### config.mk
export PLATFORM = sky130hd
export DESIGN_NAME = ssm_top
export DESIGN_NICKNAME = d
export VERILOG_FILES = /design/src/include/ssm_pkg.sv /design/src/include/ssm_mem_if.sv /design/src/rtl/ssm_code_mem.sv /design/src/rtl/ssm_top.sv
export SDC_FILE = /design/constraint.sdc
export NUM_CORES = 1
export LEC_CHECK = 0
export BUFFER_PORTS_ARGS = -buffer_cell sky130_fd_sc_hd__buf_4
export CORE_MARGIN = 5
export CORE_UTILIZATION = 66
export CTS_BUF_LIST = sky130_fd_sc_hd__clkbuf_4
export CTS_CLUSTER_DIAMETER = 60
export DETAILED_ROUTE_END_ITERATION = 8
export PLACE_DENSITY_LB_ADDON = 0.3
export SLEW_MARGIN = 30
export SYNTH_ARGS = -nofsm -noshare
export SYNTH_HDL_FRONTEND = slang
export SYNTH_SLANG_ARGS = --single-unit
### constraint.sdc
create_clock -name pclk -period 7.85 [get_ports pclk]
set_input_delay 0.785 -clock pclk [delete_from_list [all_inputs] [get_ports pclk]]
set_output_delay 0.785 -clock pclk [all_outputs]
set_load 0.02 [all_outputs]
### src/include/ssm_pkg.sv
package ssm_pkg;

  // Register byte offsets on the APB slave.
  localparam logic [7:0] OFS_CTRL = 8'h00;
  localparam logic [7:0] OFS_CFG2 = 8'h04;
  localparam logic [7:0] OFS_CONTROL_WORD_ONE = 8'h08;
  localparam logic [7:0] OFS_UPPER = 8'h0c;
  localparam logic [7:0] OFS_LOWER = 8'h10;
  localparam logic [7:0] OFS_STATUS = 8'h14;
  localparam logic [7:0] OFS_MSG = 8'h18;
  localparam logic [7:0] OFS_CODE_BASE = 8'h20;
  localparam logic [7:0] OFS_CODE_LAST = 8'h3c;

  // Field positions.
  localparam int CTRL_ESP_BIT = 0;
  localparam int CTRL_PW_EN_BIT = 1;
  localparam int CTRL_TYPE_LSB = 2;
  localparam int CTRL_REV_LSB = 6;
  localparam int CFG2_TEMP_LSB = 7;
  localparam int CFG2_UV_LSB = 12;
  localparam int CFG2_OV_LSB = 14;
  localparam int CONTROL_WORD_ONE_SBE_BIT = 10;
  localparam int CONTROL_WORD_ONE_DIAG_BIT = 14;

  // Reset values.
  localparam logic [7:0] CTRL_RST = 8'h00;
  localparam logic [15:0] CFG2_RST = 16'h0000;
  localparam logic [15:0] CONTROL_WORD_ONE_RST = 16'h0000;
  localparam logic [11:0] UPPER_RST = 12'hfff;
  localparam logic [11:0] LOWER_RST = 12'h000;
  localparam logic [11:0] CODE_RST = 12'h000;

  // Schedule and framing.
  localparam logic [4:0] SLOT_LAST = 5'h11;
  localparam logic [4:0] FRAME_LAST = 5'h11;
  localparam logic [4:0] CODE_SLOT0 = 5'h0a;
  localparam logic [4:0] SYNC_FRAMES = 5'h06;

  // Message identifiers.
  localparam logic [7:0] ID_DIAG = 8'h01;
  localparam logic [7:0] ID_TEMP = 8'h23;
  localparam logic [7:0] ID_SUPPLY = 8'h1c;
  localparam logic [7:0] ID_TYPE = 8'h03;
  localparam logic [7:0] ID_SENSOR = 8'h29;
  localparam logic [7:0] ID_MFR = 8'h05;
  localparam logic [7:0] ID_REV = 8'h06;
  localparam logic [7:0] ID_CODE1 = 8'h90;

  // Diagnostic status codes and the supply code limit.
  localparam logic [11:0] DC_OK = 12'h000;
  localparam logic [11:0] DC_UPPER_RANGE_LIMIT = 12'h001;
  localparam logic [11:0] DC_LOWER_RANGE_LIMIT = 12'h002;
  localparam logic [11:0] DC_UNDERVOLT = 12'h020;
  localparam logic [11:0] DC_OVERVOLT = 12'h021;
  localparam logic [11:0] DC_OVERTEMP = 12'h022;
  localparam logic [11:0] DC_SBE = 12'h023;
  localparam logic [11:0] DC_SAFETY_BASE = 12'h800;
  localparam logic [11:0] SUPPLY_LIMIT = 12'h200;

  typedef enum logic [0:0] {SSM_IDLE, SSM_RUN} ssm_state_t;

endpackage

### src/include/ssm_mem_if.sv
interface ssm_mem_if;
  logic wr_en;
  logic [2:0] wr_addr;
  logic [11:0] wr_data;
  logic [2:0] rd_addr_a;
  logic [11:0] rd_data_a;
  logic [2:0] rd_addr_b;
  logic [11:0] rd_data_b;

  modport mem (input wr_en, input wr_addr, input wr_data, input rd_addr_a, input rd_addr_b,
    output rd_data_a, output rd_data_b);
  modport user (output wr_en, output wr_addr, output wr_data, output rd_addr_a, output rd_addr_b,
    input rd_data_a, input rd_data_b);
endinterface

### src/rtl/ssm_code_mem.sv
module ssm_code_mem
  import ssm_pkg::*;
(
  // Clock and reset.
  input wire logic pclk,
  input wire logic presetn,
  // Storage port.
  ssm_mem_if.mem port
);

  typedef struct packed {
    logic [7:0][11:0] word;
    logic [11:0] rd_a;
    logic [11:0] rd_b;
  } ssm_mem_st_t;

  ssm_mem_st_t st;
  ssm_mem_st_t next_st;

  always_comb begin
    next_st = st;
    if (port.wr_en) begin
      next_st.word[port.wr_addr] = port.wr_data;
    end
    next_st.rd_a = st.word[port.rd_addr_a];
    next_st.rd_b = st.word[port.rd_addr_b];
  end

  always_ff @(posedge pclk or negedge presetn) begin
    if (!presetn) begin
      st <= '{word: {8{CODE_RST}}, rd_a: CODE_RST, rd_b: CODE_RST};
    end else begin
      st <= next_st;
    end
  end

  assign port.rd_data_a = st.rd_a;
  assign port.rd_data_b = st.rd_b;

endmodule

### src/rtl/ssm_top.sv
// Functional notes
// - Slots twelve to eighteen send IDs 91h to 97h with customer codes two to eight.
// - Diagnostic message 01h sends 000h when no fault or warning exists.
// - Diagnostic code 001h when output value exceeds upper range limit.
// - Diagnostic code 002h when output value is below lower range limit.
// - Diagnostic codes 003h-019h and 024h-800h are never sent.
// - Code 020h on undervoltage, 021h on overvoltage, thresholds chosen by config word two.
// - Code 022h when chip temperature exceeds config word two threshold.
// - Code 023h when control word one flags a corrected single-bit error.
// - Codes 801h-FFFh carry the twelve-bit safety error bitmap.
// - Any enabled warning condition also raises status nibble bit 1.
// - Bitmap bit 11 mirrors the diagnostic-mode flag of control word one.
// - Bitmap bits 10 to 6 flag angle, rotation, adder, converter, self-test checks.
// - Bitmap bits 5, 4, 3 flag control/self-test, adjusted angle, conversion checks.
// - Bitmap bits 2, 1, 0 flag division, inverted angle, field conversion checks.
// - Type 0000b-0101b send 051h-056h, 0110b sends 059h, 0111b sends 05Ah.
// - Type 1000b-1011b send 062h, 063h, 064h and 066h.
// - Reserved type settings send 000h.
// - Message 05h always sends the fixed manufacturer code.
// - Revision 00b-11b sends 000h, 002h, 003h, 004h.
// - Supply message 1Ch sends nine-bit values only, never 200h or above.
// - Supply volts equal code plus 33, divided by 58.
// - Each message spans 18 frames on status bits 2 and 3, 8-bit ID, 12-bit data.
// - Slots one to ten fixed, slot eleven sends 90h with customer code one; schedule repeats while enhanced serial is enabled.
module ssm_top
  import ssm_pkg::*;
#(
  // Arbitrary neutral value; replace with the assigned manufacturer code.
  parameter logic [11:0] MFR_CODE = 12'h5a5
) (
  // Clock and reset.
  input wire logic pclk,
  input wire logic presetn,
  // APB slave.
  input wire logic psel,
  input wire logic penable,
  input wire logic pwrite,
  input wire logic [7:0] paddr,
  input wire logic [31:0] pwdata,
  output logic [31:0] prdata,
  output logic pready,
  output logic pslverr,
  // Sensor conditions.
  input wire logic [11:0] output_value,
  input wire logic [8:0] supply_code,
  input wire logic [3:0] undervolt_flags,
  input wire logic [3:0] overvolt_flags,
  input wire logic [7:0] chip_temp,
  input wire logic sensor_id_sel,
  input wire logic [10:0] safety_fail,
  // Fast channel frame timing.
  input wire logic frame_start,
  input wire logic [5:0] serial_crc,
  // Slow channel outputs.
  output logic status_bit2,
  output logic status_bit3,
  output logic status_prewarn,
  output logic [7:0] msg_id,
  output logic [11:0] msg_data,
  output logic serial_active
);

  typedef struct packed {
    ssm_state_t state;
    logic [4:0] slot;
    logic [4:0] frame_cnt;
    logic [7:0] msg_id;
    logic [11:0] msg_data;
    logic bit2;
    logic bit3;
    logic prewarn;
    logic [7:0] ctrl;
    logic [15:0] cfg2;
    logic [15:0] control_word_one;
    logic [11:0] upper;
    logic [11:0] lower;
    logic pready;
    logic pslverr;
    logic [31:0] prdata;
  } ssm_top_st_t;

  ssm_top_st_t st;
  ssm_top_st_t next_st;
  ssm_mem_if mem_bus ();

  function automatic logic [7:0] slot_id(input logic [4:0] slot);
    case (slot)
      5'd0, 5'd7: slot_id = ID_DIAG;
      5'd1, 5'd8: slot_id = ID_TEMP;
      5'd2, 5'd9: slot_id = ID_SUPPLY;
      5'd3: slot_id = ID_TYPE;
      5'd4: slot_id = ID_SENSOR;
      5'd5: slot_id = ID_MFR;
      5'd6: slot_id = ID_REV;
      default: slot_id = ID_CODE1 + {3'h0, slot - CODE_SLOT0};
    endcase
  endfunction

  function automatic logic [11:0] type_code(input logic [3:0] sel);
    case (sel)
      4'h0, 4'h1, 4'h2, 4'h3, 4'h4, 4'h5: type_code = 12'h051 + {8'h00, sel};
      4'h6: type_code = 12'h059;
      4'h7: type_code = 12'h05a;
      4'h8: type_code = 12'h062;
      4'h9: type_code = 12'h063;
      4'ha: type_code = 12'h064;
      4'hb: type_code = 12'h066;
      default: type_code = 12'h000;
    endcase
  endfunction

  function automatic logic [11:0] rev_code(input logic [1:0] sel);
    case (sel)
      2'b00: rev_code = 12'h000;
      2'b01: rev_code = 12'h002;
      2'b10: rev_code = 12'h003;
      default: rev_code = 12'h004;
    endcase
  endfunction

  // Bits for one frame: {bit3, bit2}. Frames 1-6 carry the sync pattern and CRC, then
  // the data runs MSB first on bit 2 while bit 3 carries the ID nibbles between zeros.
  function automatic logic [1:0] frame_bits(input logic [4:0] cnt, input logic [7:0] id,
                                            input logic [11:0] data, input logic [5:0] crc);
    logic b3;
    logic b2;
    b3 = 1'b0;
    b2 = 1'b0;
    if (cnt < SYNC_FRAMES) begin
      b3 = 1'b1;
      b2 = crc[3'd5 - cnt[2:0]];
    end else begin
      b2 = data[4'd11 - 4'(cnt - SYNC_FRAMES)];
      if (cnt >= 5'd8 && cnt <= 5'd11) begin
        b3 = id[3'd7 - 3'(cnt - 5'd8)];
      end else if (cnt >= 5'd13 && cnt <= 5'd16) begin
        b3 = id[3'd3 - 3'(cnt - 5'd13)];
      end
    end
    frame_bits = {b3, b2};
  endfunction

  logic [11:0] safety_bitmap;
  logic cond_high;
  logic cond_low;
  logic cond_uv;
  logic cond_ov;
  logic cond_temp;
  logic cond_sbe;
  logic safety_report;
  logic [11:0] diag_code;
  logic [4:0] slot_next;
  logic [11:0] slot_data;
  logic apb_done;
  logic code_hit;

  // Failing checks are active high; bit 11 is the diagnostic-mode flag.
  assign safety_bitmap = {st.control_word_one[CONTROL_WORD_ONE_DIAG_BIT], safety_fail};
  assign cond_high = output_value > st.upper;
  assign cond_low = output_value < st.lower;
  assign cond_uv = undervolt_flags[st.cfg2[CFG2_UV_LSB +: 2]];
  assign cond_ov = overvolt_flags[st.cfg2[CFG2_OV_LSB +: 2]];
  // The five-bit threshold covers the upper bits of the temperature reading.
  assign cond_temp = chip_temp[7:3] > st.cfg2[CFG2_TEMP_LSB +: 5];
  assign cond_sbe = st.control_word_one[CONTROL_WORD_ONE_SBE_BIT];
  // A bitmap is only reported with bit 11 set and a failing check, so 800h never leaves.
  assign safety_report = safety_bitmap[11] && (safety_bitmap[10:0] != 11'h000);

  always_comb begin
    if (safety_report) begin
      diag_code = safety_bitmap;
    end else if (cond_high) begin
      diag_code = DC_UPPER_RANGE_LIMIT;
    end else if (cond_low) begin
      diag_code = DC_LOWER_RANGE_LIMIT;
    end else if (cond_uv) begin
      diag_code = DC_UNDERVOLT;
    end else if (cond_ov) begin
      diag_code = DC_OVERVOLT;
    end else if (cond_temp) begin
      diag_code = DC_OVERTEMP;
    end else if (cond_sbe) begin
      diag_code = DC_SBE;
    end else begin
      diag_code = DC_OK;
    end
  end

  assign slot_next = (st.slot == SLOT_LAST) ? 5'h00 : st.slot + 5'h01;

  // Data for the slot about to be captured; customer codes were prefetched one cycle ahead.
  always_comb begin
    case (slot_id(slot_next))
      ID_DIAG: slot_data = diag_code;
      ID_TEMP: slot_data = {4'h0, chip_temp};
      ID_SUPPLY: slot_data = {3'h0, supply_code};
      ID_TYPE: slot_data = type_code(st.ctrl[CTRL_TYPE_LSB +: 4]);
      ID_SENSOR: slot_data = {12{sensor_id_sel}};
      ID_MFR: slot_data = MFR_CODE;
      ID_REV: slot_data = rev_code(st.ctrl[CTRL_REV_LSB +: 2]);
      default: slot_data = mem_bus.rd_data_b;
    endcase
  end

  assign apb_done = psel && penable && st.pready;
  assign code_hit = paddr >= OFS_CODE_BASE && paddr <= OFS_CODE_LAST && paddr[1:0] == 2'b00;
  assign mem_bus.wr_en = apb_done && pwrite && code_hit;
  assign mem_bus.wr_addr = paddr[4:2];
  assign mem_bus.wr_data = pwdata[11:0];
  assign mem_bus.rd_addr_a = paddr[4:2];
  assign mem_bus.rd_addr_b = 3'(slot_next - CODE_SLOT0);

  ssm_code_mem u_code_mem (
    .pclk(pclk),
    .presetn(presetn),
    .port(mem_bus.mem)
  );

  always_comb begin
    next_st = st;
    // One wait state gives the customer code memory time to answer.
    next_st.pready = psel && penable && !st.pready;
    // The error flag only means something beside pready, so it drops with it.
    next_st.pslverr = 1'b0;
    if (psel && penable && !st.pready) begin
      next_st.prdata = 32'h0000_0000;
      case (paddr)
        OFS_CTRL: next_st.prdata = {24'h00_0000, st.ctrl};
        OFS_CFG2: next_st.prdata = {16'h0000, st.cfg2};
        OFS_CONTROL_WORD_ONE: next_st.prdata = {16'h0000, st.control_word_one};
        OFS_UPPER: next_st.prdata = {20'h0_0000, st.upper};
        OFS_LOWER: next_st.prdata = {20'h0_0000, st.lower};
        OFS_STATUS: next_st.prdata = {19'h0, st.slot, st.frame_cnt, 2'b00, st.state == SSM_RUN};
        OFS_MSG: next_st.prdata = {12'h000, st.msg_id, st.msg_data};
        default: begin
          if (code_hit) begin
            next_st.prdata = {20'h0_0000, mem_bus.rd_data_a};
          end else begin
            next_st.pslverr = 1'b1;
          end
        end
      endcase
    end
    if (apb_done && pwrite) begin
      case (paddr)
        OFS_CTRL: next_st.ctrl = pwdata[7:0];
        OFS_CFG2: next_st.cfg2 = pwdata[15:0];
        OFS_CONTROL_WORD_ONE: next_st.control_word_one = pwdata[15:0];
        OFS_UPPER: next_st.upper = pwdata[11:0];
        OFS_LOWER: next_st.lower = pwdata[11:0];
        default: next_st.ctrl = st.ctrl;
      endcase
    end

    next_st.prewarn = st.ctrl[CTRL_PW_EN_BIT] &&
      (cond_high || cond_low || cond_uv || cond_ov || cond_temp || cond_sbe);

    case (st.state)
      SSM_IDLE: begin
        next_st.bit2 = 1'b0;
        next_st.bit3 = 1'b0;
        if (st.ctrl[CTRL_ESP_BIT]) begin
          // Start from the slot before the first so the first capture is slot one.
          next_st.slot = SLOT_LAST;
          next_st.frame_cnt = FRAME_LAST;
          next_st.state = SSM_RUN;
        end
      end
      SSM_RUN: begin
        if (frame_start) begin
          {next_st.bit3, next_st.bit2} = frame_bits(st.frame_cnt, st.msg_id, st.msg_data, serial_crc);
          if (st.frame_cnt == FRAME_LAST) begin
            // The next message is latched one frame ahead so its CRC is ready for frame 1.
            next_st.frame_cnt = 5'h00;
            next_st.slot = slot_next;
            next_st.msg_id = slot_id(slot_next);
            next_st.msg_data = slot_data;
            if (!st.ctrl[CTRL_ESP_BIT]) begin
              next_st.state = SSM_IDLE;
              next_st.msg_id = 8'h00;
              next_st.msg_data = 12'h000;
            end
          end else begin
            next_st.frame_cnt = st.frame_cnt + 5'h01;
          end
        end
        // The first message leaves at once without a frame of its own to wait for.
        if (st.frame_cnt == FRAME_LAST && st.msg_id == 8'h00 && st.ctrl[CTRL_ESP_BIT] && !frame_start) begin
          next_st.frame_cnt = 5'h00;
          next_st.slot = slot_next;
          next_st.msg_id = slot_id(slot_next);
          next_st.msg_data = slot_data;
        end
      end
      default: next_st.state = SSM_IDLE;
    endcase
  end

  always_ff @(posedge pclk or negedge presetn) begin
    if (!presetn) begin
      st <= '{state: SSM_IDLE, slot: 5'h00, frame_cnt: 5'h00, msg_id: 8'h00, msg_data: 12'h000,
              bit2: 1'b0, bit3: 1'b0, prewarn: 1'b0, ctrl: CTRL_RST, cfg2: CFG2_RST, control_word_one: CONTROL_WORD_ONE_RST,
              upper: UPPER_RST, lower: LOWER_RST, pready: 1'b0, pslverr: 1'b0, prdata: 32'h0000_0000};
    end else begin
      st <= next_st;
    end
  end

  assign prdata = st.prdata;
  assign pready = st.pready;
  assign pslverr = st.pslverr;
  assign status_bit2 = st.bit2;
  assign status_bit3 = st.bit3;
  assign status_prewarn = st.prewarn;
  assign msg_id = st.msg_id;
  assign msg_data = st.msg_data;
  assign serial_active = st.state == SSM_RUN;

  logic capture;
  assign capture = st.state == SSM_RUN && frame_start && st.frame_cnt == FRAME_LAST && st.ctrl[CTRL_ESP_BIT];
endmodule

# Yosys cells after proc, flatten, opt, wreduce, memory -nomap -nowiden
# Cells that the tools add are included.
# W data, S select, Z words.
word_totals:
  inputBits: 101
  word_cells: 193
  regBits: 252
  output_inout_bits: 58
op_classes:
  order_cmp: 19
  n_reduce_logical: 44
  addsub: 12
  n_bitwise: 1
  n_eq_ne: 41
  n_mux: 50
ops:
  columns: ["cell", "n"]
  rows:
  - ["$pmux W20 S7", 1]
  - ["$pmux W8 S7", 2]
  - ["$bwmux W96", 1]
  - ["$pmux W12 S7", 1]
  - ["$bmux W12 S3", 2]
  - ["$mux W12", 6]
  - ["$mux W33", 2]
  - ["$mux W20", 2]
  - ["$demux W12 S3", 1]
  - ["$mux W6", 6]
  - ["$eq A8 B5 Y1 const B", 4]
  - ["$mux W30", 1]
  - ["$eq A8 B3 Y1 const B", 3]
  - ["$pmux W11 S2", 1]
  - ["$eq A5 B3 Y1 const B", 4]
  - ["$lt A3 B4 Y1 const B", 5]
  - ["$eq A4 B3 Y1 const B", 4]
  - ["$eq A4 B4 Y1 const B", 4]
  - ["$eq A8 B4 Y1 const B", 2]
  - ["$eq A8 B6 Y1 const B", 2]
  - ["$logic_not A8 Y1", 2]
  - ["$logic_and A1 B1 Y1", 15]
  - ["$mux W1", 13]
  - ["$gt A12 B12 Y1", 1]
  - ["other kinds (54)", 82]

# Longest topological paths before layout
logic_depth:
  depth_word: 13
  ltp_mapped: 12
  depth_no_buf: 9

# Modules after synthesis
# A second synthesis with hierarchy kept.
hier_totals:
  cells_unflattened: 1143
  area_unflattened_um2: 13854.5
by_module_without_submodules:
  columns: ["mod", "area_each_um2", "instances", "cells_each"]
  rows:
  - ["ssm_top", 7853.8, 1, 801]
  - ["ssm_code_mem", 6000.8, 1, 342]

# Worst setup path before layout
# OpenSTA, ideal clock, no wires.
synth_timing:
  path_kind: "input to register"
  start: "input port paddr[6]"
  end: "register st (netlist bit cond_sbe)"
  n_path_buf: 1
  arrival_ns: 2.469
  cell_stages: 6
  required_ns: 7.722
  path_slack_ns: 5.253
  path_cell_list: "or4_1 -> or3_4 -> nor2_4 -> nand2_2 -> buf_4 -> mux2_1"
synth_via:
  elab_chain_len: 2
synth_rtl:
  columns: ["element", "line", "source"]
  rows:
  - ["from (decl)", "ssm_top.sv:38", "input wire logic [7:0] paddr,"]
  - ["$eq A8 B4 Y1", "ssm_top.sv:245", "case (paddr)"]
  - ["$reduce_and A2 Y1 (no line)", null, null]
  - ["to (signal assigned)", "ssm_top.sv:301", "st <= '{state: SSM_IDLE, slot: 5'h00, frame_cnt: 5'h00, msg_id: 8'h00, msg_data: 12'h000,"]
  - ["to (signal assigned)", "ssm_top.sv:305", "st <= next_st;"]
  - ["to (decl)", "ssm_top.sv:82", "ssm_top_st_t st;"]
# No other way between the ends.
# A chain may end at the register's enable or synchronous reset.

# Worst setup path after layout
layout_timing:
  start: "register st[126] (netlist bit)"
  end: "register st (netlist bit msg_data[7])"
layout_via:
  elab_chain_len: 11
layout_rtl:
  columns: ["element", "line", "source"]
  rows:
  - ["$add A5 B1 Y5 / $eq A5 B5 Y1 (equally long branches)", "ssm_top.sv:189", "assign slot_next = (st.slot == SLOT_LAST) ? 5'h00 : st.slot + 5'h01;"]
  - ["$mux W5 *", "ssm_top.sv:189", null]
  - ["$sub A5 B4 Y5, or another cell as far along", "ssm_top.sv:95", "default: slot_id = ID_CODE1 + {3'h0, slot - CODE_SLOT0};"]
  - ["$add A8 B5 Y8 / $reduce_or A2 Y1 (equally long branches)", "ssm_top.sv:95, ssm_top.sv:87", null]
  - ["$pmux W8 S7 *", "ssm_top.sv:87", "case (slot)"]
  - ["$eq A8 B3 Y1, or another cell as far along", "ssm_top.sv:193", "case (slot_id(slot_next))"]
  - ["$pmux W12 S7 *", "ssm_top.sv:193", null]
  - ["$mux W20", "ssm_top.sv:278", "if (!st.ctrl[CTRL_ESP_BIT]) begin"]
  - ["$mux W20", "ssm_top.sv:272", "if (st.frame_cnt == FRAME_LAST) begin"]
  - ["$mux W33", "ssm_top.sv:270", "if (frame_start) begin"]
  - ["$mux W30 *", "ssm_top.sv:288", "if (st.frame_cnt == FRAME_LAST && st.msg_id == 8'h00 && st.ctrl[CTRL_ESP_BIT] && !frame_start) begin"]
# Every way passes the cells marked *; elsewhere a longest branch is shown, timed or not. The select of a mux whose other input is x is not followed.

==> run_results.csv <==
group,metric,value,unit
setup_path,reg2reg_slack,4100,ps
min_path,hp-class,"in -> async",
floorplanning,core,20400,um2
power_and_ir_drop,p_per_area,257,nW/um2
timing,slew_headroom,38.9,%
detailed_routing,drt_iter0_drc,1063,
synth,synth.avg_cell_area,11.0,um2
place,port_buffers,129,
setup_path,rr_startpoint,"st[126]",
setup_path,worstSetupStartpoint,"st[126]",
place,placed_area,14400,um2
synth,netlist.area_leader.share,41.4,%
setup_path,max_stage_delay,700,ps
flow_run,max-cap-violations,0,
setup_path,critPathMaxFanout,43,
detailed_routing,routed_wl,38900,um
cts,postCtsHoldBufs,0,
setup_path,slowest_stage,"ha_1",
setup_path,cp_data_required_time,8440,ps
synth,ys.flop_type,"dfrtp_1",
global_route,grt_pass1_vias,11100,
timing,finClkSkew,48.5,ps
synth,synthCells,1249,
place,place_congestion,0.973,
power_and_ir_drop,ir_drop,0.203,mV
place,dp_hpwl,27300,um
status,status,"complete, no violations",
synth,synthesis.area,13700,um2
setup_path,path_cells,"buf_4 -> ha_1 -> nand2_1 -> nand2_1 -> nand2_1 -> o311ai_2 -> or2_1 -> o21ai_1 -> a32oi_1",
global_route,overflow,0,
synth,synth_most_common_cell,"dfrtp_1",
floorplanning,ioPinCount,159,
synth,synth_area_leaders,"dfrtp_1, mux2_2, mux4_2",
final_layout,drive_gt1_share,33.0,%
timing,setup_tns,0,ps
synth,netlist_top_cells_count,"dfrtp_1, mux2_2, nand2_1",
final_layout,nets,1474,
timing,drv_slew,0,
timing,period_needed,3750,ps
detailed_routing,vias,10900,
power_and_ir_drop,p_leak,0.00719,uW
cts,h-tree-depth,2,
cts,root_buffer,"clkbuf_4",
global_route,track_usage,32.5,%
timing,fmax,0.266,GHz
cts,clock_path_buffers,3,
final_layout,synthToLayoutAreaGrowth,10.6,%
global_route,antenna_found_initial,2,
setup_path,start_kind,"register",
cts,cts_resized,0,
cts,cts_buffers,61,
cts,cts_setup_buffers,0,
floorplanning,die_h,154,um
global_route,grt_start_max_net_pins,87,
cts,clk_latency,720,ps
final_layout,postLayoutCellArea,15200,um2
synth,ys.warnings.count,0,
setup_path,critPathKind,"reg -> reg",
detailed_routing,ant_nets,0,
timing,hold_violations,0,
cts,cts_sinks,239,
detailed_routing,routed_via_density,6.67,
cts,tritoncts,"yes",
setup_path,cpMostUsedCell,"nand2_1",
floorplanning,start_util,67.4,%
cts,path_clk_slew,70,ps
final_layout,fin_util,74.5,%
synth,synth-seq-area-share,43.7,%
synth,ys_seq_elements,239,
detailed_routing,wl_per_cell,23.8,um
synth,async_flop_share,100,%
setup_path,endpoint_kind,"register",
setup_path,r2r_end,"msg_data[7]",
synth,synth_cell_types,88,
synth,synth_area_leader_cell,"dfrtp_1",
global_route,grt_pass1_wl,60800,um
timing,post-route-period-util,47.8,%
detailed_routing,post-route-drc-count,0,
floorplanning,die_area,23800,um2
timing,setup_violations,0,
timing,tightest_slew,913,ps
floorplanning,dieWidth,154,um
floorplanning,fp-row-count,52,
timing,rsz0062_at_grt,"no",
setup_path,worstRegToRegCells,9,
synth,synth-edff-count,0,
setup_path,arrival,4340,ps
detailed_routing,dr.pass1.iters,8,
[cell usage in the layout, fill, tap and decap left out, types with 7 or more instances in the layout]
cell type / count
dfstp_2: 12
mux2_1: 36
o221ai_1: 8
o21ai_1: 18
a222oi_1: 14
mux2_2: 136
ha_1: 44
conb_1: 13
nand3b_1: 7
inv_1: 46
nand2b_1: 8
buf_4: 140
o21ai_0: 71
nand3_1: 15
clkbuf_4: 92
nor2_1: 47
a22oi_1: 14
a21oi_1: 34
a221oi_1: 24
a22o_1: 12
dfrtp_1: 227
nor3_1: 14
mux2i_1: 24
a31oi_1: 13
nand2_1: 118
o22ai_1: 11
mux4_2: 31
[logic make-up (layout without fill, tap and decap cells)]
logic type | Yosys count | count (layout) | synth area share, %
simple gates | 274 | 274 | 10.1
fa+ha+maj | 44 | 44 | 4.01
compound gates | 268 | 268 | 13.5
other cells | 1 | 14 | 0.0273
flops | 239 | 239 | 43.7
mux | 227 | 227 | 20.9
xor+xnor | 11 | 11 | 0.757
buf+inv | 185 | 291 | 6.97
[flip-flops by register name, indices dropped and copies added (netlist names), 7 cells and up]
signal / cells
u_code_mem.st: 96
st: 72
msg_id: 7
prdata: 20
u_code_mem.port.rd_data_a: 12
u_code_mem.port.rd_data_b: 12
msg_data: 12
[power by group]
part	internal, uW	switching [uW]
clock network	526	497
logic	500	945
registers	1300	127
[how the worst max path moves through the flow]
stage	endpoint	slack, ps
2_1_floorplan	cond_sbe	5250
5_1_grt	msg_data[5]	3880
4_1_cts	msg_data[7]	4130
6_report	msg_data[7]	4100
3_5_place_dp	u_code_mem.st[58]	4090
3_3_place_gp	u_code_mem.st[92]	4120
[per-stage QoR]
stage	total power, uW	hold slack (ps)	setup WS [ps]	std cells
after floorplan	2460	440	5250	1261
after global placement	2820	453	4120	1536
after detailed placement	2860	476	4090	1536
after CTS	3870	91.9	4130	1637
after global routing	4090	127	3880	1638
final	3900	102	4100	1638
[worst max-delay path: cells and delay by family, from the launching register on]
family,cells,cell delay [ps]
adders and majority gates,1,700
and+or+nand+nor,4,1440
DFF,1,360
AOI/OAI and AO/OA,3,820
buffers and inverters,1,290
[layout make-up]
type                    instances  area (um2)
repair buffers                143        1090
inverters                      47         176
clock inverters                 9        36.3
flip-flops and latches        239        6000
multi-input cells             837        6850
diodes                          1        2.50
clock buffers                  92         691
well taps                     270         338
fillers                      1407        5190
[per-layer routing]
| metal | part of all wire (%) | track usage [%] | up-vias |
|---|---|---|---|
| met5 | 0.028 | 0 | - |
| li1 | - | - | 4738 |
| met2 | 48 | 52.7 | 677 |
| met3 | 11 | 7.07 | 121 |
| met4 | 4.4 | 14.6 | 2 |
| met1 | 38 | 42.3 | 5382 |
(Power assumes the default switching activity.)
